File: src/verilog/bmfa_defines.svh
// bmfa_defines.svh: offsets, field positions and counts of the fetch arbiter
// assumes inclusion by bare name from the design file
// Overview of operation
// - pointer write starts autonomous instruction fetching
// - instruction fetches use memory space only
// - instruction is two words, 2x32 or 4x16
// - sixteen-bit fetch bit selects 16-bit fetches
// - fetch control-low bit 1 drives data/control low
// - fetch control-low bit 0 drives data/control high
// - bus width select picks 32 or 16-bit moves
// - io space select picks memory or io moves
// - fixed address select holds transfer address
// - request bus only for fetch or move
// - request, then drive bus after grant
// - chained request forwarded on own request
// - chained grant shows downstream master owns bus
// - simultaneous requests: device first, chain deferred
// - chain only: grant passed straight through
// - grant and chained request synchronised first
// - eight idle states before requesting again; two if a chained request is pending at burst end
// - two idle states after chained request
`ifndef BMFA_DEFINES_SVH
`define BMFA_DEFINES_SVH
`define BMFA_OFS_PTR    8'h00
`define BMFA_OFS_DCTL   8'h04
`define BMFA_OFS_TEST   8'h08
`define BMFA_OFS_MODE   8'h0C
`define BMFA_OFS_DADDR  8'h10
`define BMFA_OFS_CNT    8'h14
`define BMFA_OFS_STAT   8'h18
`define BMFA_OFS_INS0   8'h1C
`define BMFA_OFS_INS1   8'h20
`define BMFA_F_FETCH16  0
`define BMFA_F_DCLOW    0
`define BMFA_F_HALFW    0
`define BMFA_F_IOSP     1
`define BMFA_F_FIXA     2
`define BMFA_OP_MOVE    2'h0
`define BMFA_OP_HALT    2'h3
`define BMFA_GAP_FAIR   4'h8
`define BMFA_GAP_CHAIN  4'h2
`define BMFA_STEP16     32'h0000_0002
`define BMFA_STEP32     32'h0000_0004
`define BMFA_STEP_INS   32'h0000_0008
`endif

File: src/verilog/bmfa_pkg.sv
// bmfa_pkg: types shared by the fetch arbiter
// uses nothing from bmfa_defines.svh; needs no include path
`default_nettype none
package bmfa_pkg;
  typedef enum logic [2:0] {
    ST_IDLE  = 3'b000,
    ST_REQ   = 3'b001,
    ST_ADS   = 3'b010,
    ST_WAIT  = 3'b011,
    ST_EXEC  = 3'b100,
    ST_CHAIN = 3'b101
  } bmfa_state_t;
  typedef struct packed {
    logic [31:0] addr;
    logic        oe;
    logic        ads_n;
    logic        mio;
    logic        ctl_n;
    logic        w16;
  } bmfa_cyc_t;
endpackage
`default_nettype wire

File: src/verilog/bmfa_top.sv
// bmfa_top: script fetch, block-move bus mastering and hold daisy chain
// assumes MCLK 20 MHz, bus ready input synchronous, grant/chain inputs async
//
// The implementer's own choices: the register addresses and the plain strobed port.
`timescale 1ns/1ps
`default_nettype none
`include "bmfa_defines.svh"
module bmfa_top
  import bmfa_pkg::*;
(
  input  wire logic        MCLK,
  input  wire logic        RST,
  input  wire logic [7:0]  REG_ADDR,
  input  wire logic [31:0] REG_WDATA,
  input  wire logic        REG_WR,
  input  wire logic        REG_RD,
  output var  logic [31:0] REG_RDATA,
  output var  logic        HOLD_OUT,
  input  wire logic        BUS_GRANT_IN,
  input  wire logic        CHAINED_REQUEST_IN,
  output var  logic        CHAINED_GRANT_OUT,
  output var  logic [31:0] BUS_ADDR,
  output var  logic        BUS_ADDR_OE,
  output var  logic        BUS_ADS_N,
  output var  logic        BUS_MIO,
  output var  logic        DATA_CONTROL_N,
  output var  logic        BUS_W16,
  input  wire logic        BUS_READY_IN,
  input  wire logic [31:0] BUS_RDATA
);
  bmfa_state_t st_r, st_nxt;
  bmfa_cyc_t   cyc_r, cyc_nxt;
  logic [1:0]  sync1_r, sync2_r;
  logic        grant_s, chreq_s;
  logic [31:0] ptr_r, ptr_nxt, daddr_r, daddr_nxt, ins0_r, ins0_nxt, ins1_r, ins1_nxt;
  logic [15:0] cnt_r, cnt_nxt;
  logic [2:0]  dctl_r, dctl_nxt, test_r, test_nxt, mode_r, mode_nxt;
  logic        run_r, run_nxt, move_r, move_nxt, fetch_r, fetch_nxt;
  logic        hold_r, hold_nxt, chgnt_r, chgnt_nxt;
  logic [1:0]  beat_r, beat_nxt;
  logic [3:0]  gap_r, gap_nxt;
  logic [31:0] rdata_r, rdata_nxt;
  logic        f16, last_beat;
  logic [31:0] dstep;

  // two flops per async input; only stage two is looked at
  always_ff @(posedge MCLK or posedge RST) begin
    if (RST) begin
      sync1_r <= 2'h0;
      sync2_r <= 2'h0;
    end else begin
      sync1_r <= {CHAINED_REQUEST_IN, BUS_GRANT_IN};
      sync2_r <= sync1_r;
    end
  end
  assign grant_s = sync2_r[0];
  assign chreq_s = sync2_r[1];

  // burst shape helpers
  assign f16       = dctl_r[`BMFA_F_FETCH16];
  assign last_beat = (beat_r == (f16 ? 2'h3 : 2'h1));
  assign dstep     = mode_r[`BMFA_F_HALFW] ? `BMFA_STEP16 : `BMFA_STEP32;

  // next state of sequencer, bus cycle, registers and read port
  always_comb begin
    st_nxt    = st_r;
    cyc_nxt   = cyc_r;
    ptr_nxt   = ptr_r;
    daddr_nxt = daddr_r;
    ins0_nxt  = ins0_r;
    ins1_nxt  = ins1_r;
    cnt_nxt   = cnt_r;
    dctl_nxt  = dctl_r;
    test_nxt  = test_r;
    mode_nxt  = mode_r;
    run_nxt   = run_r;
    move_nxt  = move_r;
    fetch_nxt = fetch_r;
    hold_nxt  = hold_r;
    chgnt_nxt = chgnt_r;
    beat_nxt  = beat_r;
    gap_nxt   = (gap_r != 4'h0 && !hold_r) ? gap_r - 4'h1 : gap_r;
    rdata_nxt = 32'h0000_0000;
    case (st_r)
      ST_IDLE: begin
        // grant of the last tenure still in the synchroniser must clear first
        if (gap_r == 4'h0 && !grant_s) begin
          if (run_r) begin
            hold_nxt = 1'b1;     // own need wins over chain
            st_nxt   = ST_REQ;
          end else if (chreq_s) begin
            hold_nxt = 1'b1;     // forward downstream need
            st_nxt   = ST_CHAIN;
          end
        end
      end
      ST_REQ: begin
        if (grant_s) begin
          fetch_nxt     = !move_r;
          beat_nxt      = 2'h0;
          cyc_nxt.oe    = 1'b1;  // master now: drive address/control
          cyc_nxt.ads_n = 1'b0;
          cyc_nxt.addr  = move_r ? daddr_r : ptr_r;
          cyc_nxt.mio   = move_r ? !mode_r[`BMFA_F_IOSP] : 1'b1;
          cyc_nxt.ctl_n = move_r ? 1'b1 : !test_r[`BMFA_F_DCLOW];
          cyc_nxt.w16   = move_r ? mode_r[`BMFA_F_HALFW] : f16;
          st_nxt        = ST_ADS;
        end
      end
      ST_ADS: begin
        cyc_nxt.ads_n = 1'b1;
        st_nxt        = ST_WAIT;
      end
      ST_WAIT: begin
        if (BUS_READY_IN) begin
          if (fetch_r) begin
            // store word or half, low half first in 16-bit mode
            case ({f16, beat_r})
              3'b000:  ins0_nxt = BUS_RDATA;
              3'b001:  ins1_nxt = BUS_RDATA;
              3'b100:  ins0_nxt[15:0] = BUS_RDATA[15:0];
              3'b101:  ins0_nxt[31:16] = BUS_RDATA[15:0];
              3'b110:  ins1_nxt[15:0] = BUS_RDATA[15:0];
              3'b111:  ins1_nxt[31:16] = BUS_RDATA[15:0];
              default: ins0_nxt = ins0_r;
            endcase
            beat_nxt     = beat_r + 2'h1;
            cyc_nxt.addr = cyc_r.addr + (f16 ? `BMFA_STEP16 : `BMFA_STEP32);
            if (last_beat) begin
              ptr_nxt = ptr_r + `BMFA_STEP_INS; // keep fetching on our own
            end
          end else begin
            cnt_nxt = cnt_r - 16'h0001;
            if (!mode_r[`BMFA_F_FIXA]) begin
              daddr_nxt    = daddr_r + dstep;
              cyc_nxt.addr = cyc_r.addr + dstep;
            end
          end
          if ((fetch_r && last_beat) || (!fetch_r && cnt_r == 16'h0001)) begin
            hold_nxt   = 1'b0; // burst over: drop request, float bus
            cyc_nxt.oe = 1'b0;
            gap_nxt    = (chreq_s ? `BMFA_GAP_CHAIN : `BMFA_GAP_FAIR) - 4'h1;
            move_nxt   = 1'b0;
            st_nxt     = fetch_r ? ST_EXEC : ST_IDLE;
          end else begin
            cyc_nxt.ads_n = 1'b0;
            st_nxt        = ST_ADS;
          end
        end
      end
      ST_EXEC: begin
        // minimal decode: move loads address/count, halt stops the run
        if (ins0_r[31:30] == `BMFA_OP_MOVE) begin
          daddr_nxt = ins1_r;
          cnt_nxt   = ins0_r[15:0];
          move_nxt  = (ins0_r[15:0] != 16'h0000);
        end else if (ins0_r[31:30] == `BMFA_OP_HALT) begin
          run_nxt = 1'b0;
        end
        st_nxt = ST_IDLE;
      end
      ST_CHAIN: begin
        if (!chreq_s) begin
          hold_nxt  = 1'b0;
          chgnt_nxt = 1'b0;
          gap_nxt   = `BMFA_GAP_CHAIN - 4'h1;
          st_nxt    = ST_IDLE;
        end else if (grant_s && run_r && !chgnt_r) begin
          st_nxt = ST_REQ;          // grant not yet handed on: take it
        end else begin
          chgnt_nxt = grant_s;      // pass host grant through
        end
      end
      default: begin
        st_nxt = ST_IDLE;
      end
    endcase
    // software writes; pointer write (re)starts the run
    if (REG_WR) begin
      case (REG_ADDR)
        `BMFA_OFS_PTR: begin
          ptr_nxt = REG_WDATA;
          run_nxt = 1'b1;
        end
        `BMFA_OFS_DCTL: dctl_nxt = REG_WDATA[2:0];
        `BMFA_OFS_TEST: test_nxt = REG_WDATA[2:0];
        `BMFA_OFS_MODE: mode_nxt = REG_WDATA[2:0];
        default:        dctl_nxt = dctl_nxt;
      endcase
    end
    if (REG_RD) begin
      case (REG_ADDR)
        `BMFA_OFS_PTR:   rdata_nxt = ptr_r;
        `BMFA_OFS_DCTL:  rdata_nxt = {29'h0, dctl_r};
        `BMFA_OFS_TEST:  rdata_nxt = {29'h0, test_r};
        `BMFA_OFS_MODE:  rdata_nxt = {29'h0, mode_r};
        `BMFA_OFS_DADDR: rdata_nxt = daddr_r;
        `BMFA_OFS_CNT:   rdata_nxt = {16'h0, cnt_r};
        `BMFA_OFS_STAT:  rdata_nxt = {24'h0, st_r, run_r, move_r, hold_r, chgnt_r, grant_s};
        `BMFA_OFS_INS0:  rdata_nxt = ins0_r;
        `BMFA_OFS_INS1:  rdata_nxt = ins1_r;
        default:         rdata_nxt = 32'h0000_0000;
      endcase
    end
  end

  // state registers only
  always_ff @(posedge MCLK or posedge RST) begin
    if (RST) begin
      st_r    <= ST_IDLE;
      cyc_r   <= '{addr: 32'h0, oe: 1'b0, ads_n: 1'b1, mio: 1'b1, ctl_n: 1'b1, w16: 1'b0};
      ptr_r   <= 32'h0000_0000;
      daddr_r <= 32'h0000_0000;
      ins0_r  <= 32'h0000_0000;
      ins1_r  <= 32'h0000_0000;
      cnt_r   <= 16'h0000;
      dctl_r  <= 3'h0;
      test_r  <= 3'h0;
      mode_r  <= 3'h0;
      run_r   <= 1'b0;
      move_r  <= 1'b0;
      fetch_r <= 1'b0;
      hold_r  <= 1'b0;
      chgnt_r <= 1'b0;
      beat_r  <= 2'h0;
      gap_r   <= 4'h0;
      rdata_r <= 32'h0000_0000;
    end else begin
      st_r    <= st_nxt;
      cyc_r   <= cyc_nxt;
      ptr_r   <= ptr_nxt;
      daddr_r <= daddr_nxt;
      ins0_r  <= ins0_nxt;
      ins1_r  <= ins1_nxt;
      cnt_r   <= cnt_nxt;
      dctl_r  <= dctl_nxt;
      test_r  <= test_nxt;
      mode_r  <= mode_nxt;
      run_r   <= run_nxt;
      move_r  <= move_nxt;
      fetch_r <= fetch_nxt;
      hold_r  <= hold_nxt;
      chgnt_r <= chgnt_nxt;
      beat_r  <= beat_nxt;
      gap_r   <= gap_nxt;
      rdata_r <= rdata_nxt;
    end
  end

  // ports straight from flops
  assign REG_RDATA         = rdata_r;
  assign HOLD_OUT          = hold_r;
  assign CHAINED_GRANT_OUT = chgnt_r;
  assign BUS_ADDR          = cyc_r.addr;
  assign BUS_ADDR_OE       = cyc_r.oe;
  assign BUS_ADS_N         = cyc_r.ads_n;
  assign BUS_MIO           = cyc_r.mio;
  assign DATA_CONTROL_N    = cyc_r.ctl_n;
  assign BUS_W16           = cyc_r.w16;
endmodule // bmfa_top
`default_nettype wire

File: config.mk
export PLATFORM = sky130hd
export DESIGN_NAME = bmfa_top
export DESIGN_NICKNAME = d
export VERILOG_FILES = /design/src/verilog/bmfa_pkg.sv /design/src/verilog/bmfa_top.sv
export VERILOG_INCLUDE_DIRS = /design/src /design/src/verilog
export SDC_FILE = /design/constraint.sdc
export NUM_CORES = 1
export LEC_CHECK = 0
export BUFFER_PORTS_ARGS = -buffer_cell sky130_fd_sc_hd__buf_2
export CAP_MARGIN = 10
export CORE_ASPECT_RATIO = 0.75
export CORE_MARGIN = 2
export CORE_UTILIZATION = 35
export DETAILED_ROUTE_END_ITERATION = 7
export HOLD_SLACK_MARGIN = 0.1
export PLACE_DENSITY = 0.51
export SYNTH_ARGS = -nofsm -noshare
export SYNTH_HDL_FRONTEND = slang
export SYNTH_SLANG_ARGS = --single-unit
File: constraint.sdc
create_clock -name MCLK -period 11 [get_ports MCLK]
set_clock_uncertainty 0.2 [all_clocks]
set_input_delay 2.2 -clock MCLK [delete_from_list [all_inputs] [get_ports MCLK]]
set_output_delay 2.2 -clock MCLK [all_outputs]
set_load 0.05 [all_outputs]
Word-level counts from Yosys, hierarchy flattened
Cells that the tools add are included.

word-level totals
  output and inout bits = 71
  bits in registers = 240
  memories kept = 0
  input bits = 79
  RAM bits = 0
  bits in read-only memories = 0
  logic and storage cells = 186
  bits in latches = 0

operators by class
  add/sub/neg operators = 8
  mux-type cells = 69
  shift operators = 0
  $lt $le $gt $ge = 0
  divide/modulo/power cells = 0
  equal/unequal tests = 35
  bitwise operators = 0
  $mul = 0
  reduce and logical (&&, ||, !) cells = 47

operator list
  kind                   number
  $mux 32                14
  $pmux 32 s9            1
  $add 32x3->32          3
  $pmux 16 s2            3
  $pmux 33 s2            1
  $pmux 32 s2            1
  $mux 16                3
  $reduce_and 4->1       10
  $mux 37                1
  $mux 34                1
  $mux 3                 11
  $add 32x4->32 const B  1
  $eq 8x5->1 const B     4
  $ne 2x2->1 const B     11
  $mux 4                 5
  $eq 3x3->1 const B     6
  $mux 1                 18
  $eq 16x1->1 const B    1
  $eq 8x4->1 const B     2
  $reduce_bool 16->1     1
  $sub 16x1->16 const B  1
  $pmux 3 s5             1
  $reduce_and 2->1       5
  $reduce_and 5->1       2
  other kinds (26)       52

Depth between registers and ports, before layout
  word-level depth = 8
  mapped depth = 13
  gate-level depth less buffers = 11

Worst setup path after synthesis
OpenSTA, ideal clock, no wires.

  path type = input-to-reg
  start = input port REG_ADDR[4]
  end = register ptr_r[28]
  data required time = 10,731 ps
  buffers on the path = 3
  cell stages on the path = 7
  setup time = 69 ps
  slack = 7,112 ps
  arrival time = 3,620 ps
  cells stage by stage = clkbuf_1 -> nor4_2 -> and3_1 -> buf_2 -> buf_1 -> nand2_1 -> nand3_1

on the way
  word-level cells in the longest chain between the ends = 3

RTL lines
  item                    line             source
  start: declaration      bmfa_top.sv:13   input wire logic [7:0] REG_ADDR,
  $logic_not 8->1         bmfa_top.sv:180  case (REG_ADDR)
  $mux 32                 bmfa_top.sv:180
  $mux 32                 bmfa_top.sv:179  if (REG_WR) begin
  net ptr_nxt[28]         bmfa_top.sv:35   logic [31:0] ptr_r, ptr_nxt, daddr_r, daddr_nxt, ins0_r, ins0_nxt, ins1_r, ins1_nxt;
  end signal: assignment  bmfa_top.sv:231  ptr_r <= ptr_nxt;
  end: declaration        bmfa_top.sv:35

The timed path passes the listed nets, and every way through them passes these cells.
A chain may end at the register's enable or synchronous reset.

Worst setup path in the final report
  start = input port REG_ADDR[2]
  end = register mode_r[0]

on the way
  word-level cells in the longest chain between the ends = 2

RTL lines
  item                        line             source
  $eq 8x4->1                  bmfa_top.sv:180
  $reduce_and 2->1 (no line)  n/a
  end signal: assignment      bmfa_top.sv:238  mode_r <= mode_nxt;
  end: declaration            bmfa_top.sv:37   logic [2:0] dctl_r, dctl_nxt, test_r, test_nxt, mode_r, mode_nxt;

Every way passes these cells.

==> impl_metrics.yaml <==
run_status:
  status: "finished clean"
routing:
  viasPerCell: 5.767
  drt_iter0_drc: 1320
  drc_errors: 0
  routedWlPerCell_microns: 22.72
  vias: 12410
  ant_nets: 0
  dr.pass1.iters: 6
  drt-total-wl_microns: 48900
worst_hold_path:
  worst_hold_path_type: "reg -> reg"
timing:
  max_freq_ghz: 0.2299
  grt_setup_unrepaired: "false"
  layout_min_cycle_time_ns: 4.349
  fin_tns_setup_ns: 0
  fin_ws_ns: 6.651
  report.final.slew_viol_count: 0
  setup_viol: 0
  worst_slew_pin_slew_ns: 1.169
  relSlewSlack: 0.2141
  fin_crit_sh: 0.3954
  final-hold-violation-count: 0
synth:
  yosysWarningCount: 0
  syn_area_sq_um: 13830
  synth.net_count: 1616
  netlist.area_leader.share: 0.4287
  synth_ff_type: "dfrtp_1"
  ys_ff_latch: 240
  syn_inst: 1523
  async_reset_ff_frac: 1.000
  netlist_top_cells_area: "dfrtp_1 (43%), mux2i_1 (7.3%), a21oi_1 (5.2%)"
  synth_top_area_cell: "dfrtp_1"
  synth-edff-count: 0
  avgSynthCellArea_sq_um: 9.084
  yosysMostFrequentCell: "dfrtp_1"
  yosysUniqueCellTypes: 74
  synth_common_cells: "dfrtp_1 (237), nor2_1 (148), a21oi_1 (145)"
  yosysSeqAreaShare: 0.4344
critical_path:
  worstPathMaxFanout: 27
  critPathKind: "in -> reg"
  cp_slowest_cell: "and2_1"
  crit_path_start_kind: "input pin"
  cp_cell_sequence: "buf_2, and2_1, and2_1, nand3_1, mux2_2"
  crit_arrival_ns: 4.59
  cp-end-kind: "register"
  worst-endpoint-required_ns: 11.25
  max_stage_delay_ns: 0.77
  cpMostUsedCell: "and2_1"
place:
  io_buffers: 149
  place_ws_ns: 6.151
  dp.cells: 2100
  hpwl_microns: 35350
  gp_congestion: 0.8951
global_route:
  grt_use_total: 0.2352
  grt_pass1_vias: 11864
  grt_pass1_wl_microns: 74340
  grt_max_degree: 132
  grt.met1_usage: 0.3418
  grt.busiest_layer: "met2"
  grt_util_met3: 0.02988
  antenna_found_initial: 0
  use_met2: 0.3759
  grt_overflow: 0
flow_run:
  max-cap-violations: 0
cts:
  cts_root_buf: "clkbuf_16"
  post_cts_buffers: 0
  cts.clk_slew.worst_paths_ns: 0.06
  cts.sinks: 240
  cts_tree: "yes"
  clock_latency_ns: 0.57
  cts.hold.buffers_added: 0
  h-tree-depth: 1
  clockBufferDepth: 3
  cts_made_buffers: 28
  cts_resized: 0
die:
  start_util: 0.3524
  fp.dieW_microns: 233.6
  die_h_microns: 176.2
  ioPinCount: 150
  fp.dieArea_sq_um: 41150
  num_rows: 63
  core-area_sq_um: 39260
pwr:
  ir_drop_mv: 0.1237
  p_total_uw: 2046
  pwr_density_cell_nw_per_um2: 128.1
  p_leak_uw: 0.007336
finish:
  utilization: 0.4071
  stdcell_count: 2152
  fin_nets: 1703
  drive_above_1_share: 0.1832
  n_antenna_cell: 0
  areaGrowthSynthToFinish_pct: 15.51
## state kept, by name (all words and copies together) (netlist names), 3 cells and up
register and count:
REG_RDATA 32, BUS_ADDR 32, st_r 3, test_r 3, gap_r 4, ins0_r 32
ins1_r 32, ptr_r 32, mode_r 3, daddr_r 32, cnt_r 16, dctl_r 3
## stage by stage
stage	instance area (sq um)	hold slack, ns
after global routing	15980	0.1667
after global placement	14980	0.1437
final	15980	0.1556
after CTS	15980	0.1543
after detailed placement	14980	0.1404
after floorplan	13830	0.1312
## critical path: cells and delay by family
family / cells / cell delay, ns
AND/OR/NAND/NOR: 3 / 1.53
buffers and inverters: 1 / 0.53
multiplexers: 1 / 0.32
## where the power goes
group	switching, uW	internal, uW	total (uW)
clock network	404	636	1040
registers	17.0	892	909
logic	64.6	32.3	97.0
total	486	1560	2050
## per-layer routing
metal,routed length (microns),up-vias
li1,-,5786
met1,22640,6196
met2,22730,364
met3,2572,64
met4,965,0
met5,0,-
## layout make-up
cell class	count	area, sq um
Tap cell	520	650.6
Fill cell	3946	23270
Clock buffer	38	779.5
Multi-Input combinational cell	1138	7284
Inverter	32	127.6
Timing Repair Buffer	170	903.4
Clock inverter	14	224.0
Sequential cell	240	6011
## logic make-up (layout without fill, tap and decap cells)
logic type / count (synthesis) / count (layout) / share of synthesized area
xor gates and xnor gates: 26 / 26 / 0.01646
DFF: 240 / 240 / 0.4344
AOI/OAI and AO/OA: 430 / 430 / 0.1954
muxes: 155 / 155 / 0.1170
buffers and inverters: 145 / 254 / 0.04287
and+or+nand+nor: 513 / 513 / 0.1801
adders and majority gates: 14 / 14 / 0.01375
## cell usage in the layout (no fill, tap or decap), drive strengths merged, types with 7 or more instances in the layout
cell / count
nand4: 38
o22ai: 31
and3: 14
a22oi: 26
dfrtp: 237
xnor2: 13
mux2: 54
o22a: 28
a21oi: 145
mux2i: 101
o21ai: 100
a22o: 8
clkinv: 7
nand3: 57
and2: 14
nand2: 143
a2bb2oi: 8
clkbuf: 38
nor2b: 8
xor2: 13
nor2: 149
inv: 33
nand2b: 8
and4: 10
nor3: 24
buf: 170
ha: 12
a31oi: 16
nor4: 23
## worst paths after layout
check,from,endpoint,slack (ns),cells after the start
min,sync1_r[1]$_DFF_PP0_,sync2_r[1]$_DFF_PP0_,0.16,0
max,REG_ADDR[2],mode_r[0]$_DFFE_PP0P_,6.65,5
max in group asynchronous,RST,move_r$_DFFE_PP0P_,7.40,3
max reg2reg,st_r[2]$_DFFE_PP0P_,daddr_r[26]$_DFFE_PP0P_,7.18,7
min in group asynchronous,RST,BUS_ADDR[25]$_DFFE_PP0P_,1.67,2
min reg2reg,sync1_r[1]$_DFF_PP0_,sync2_r[1]$_DFF_PP0_,0.16,0
Power figures use the tool's default switching activity.
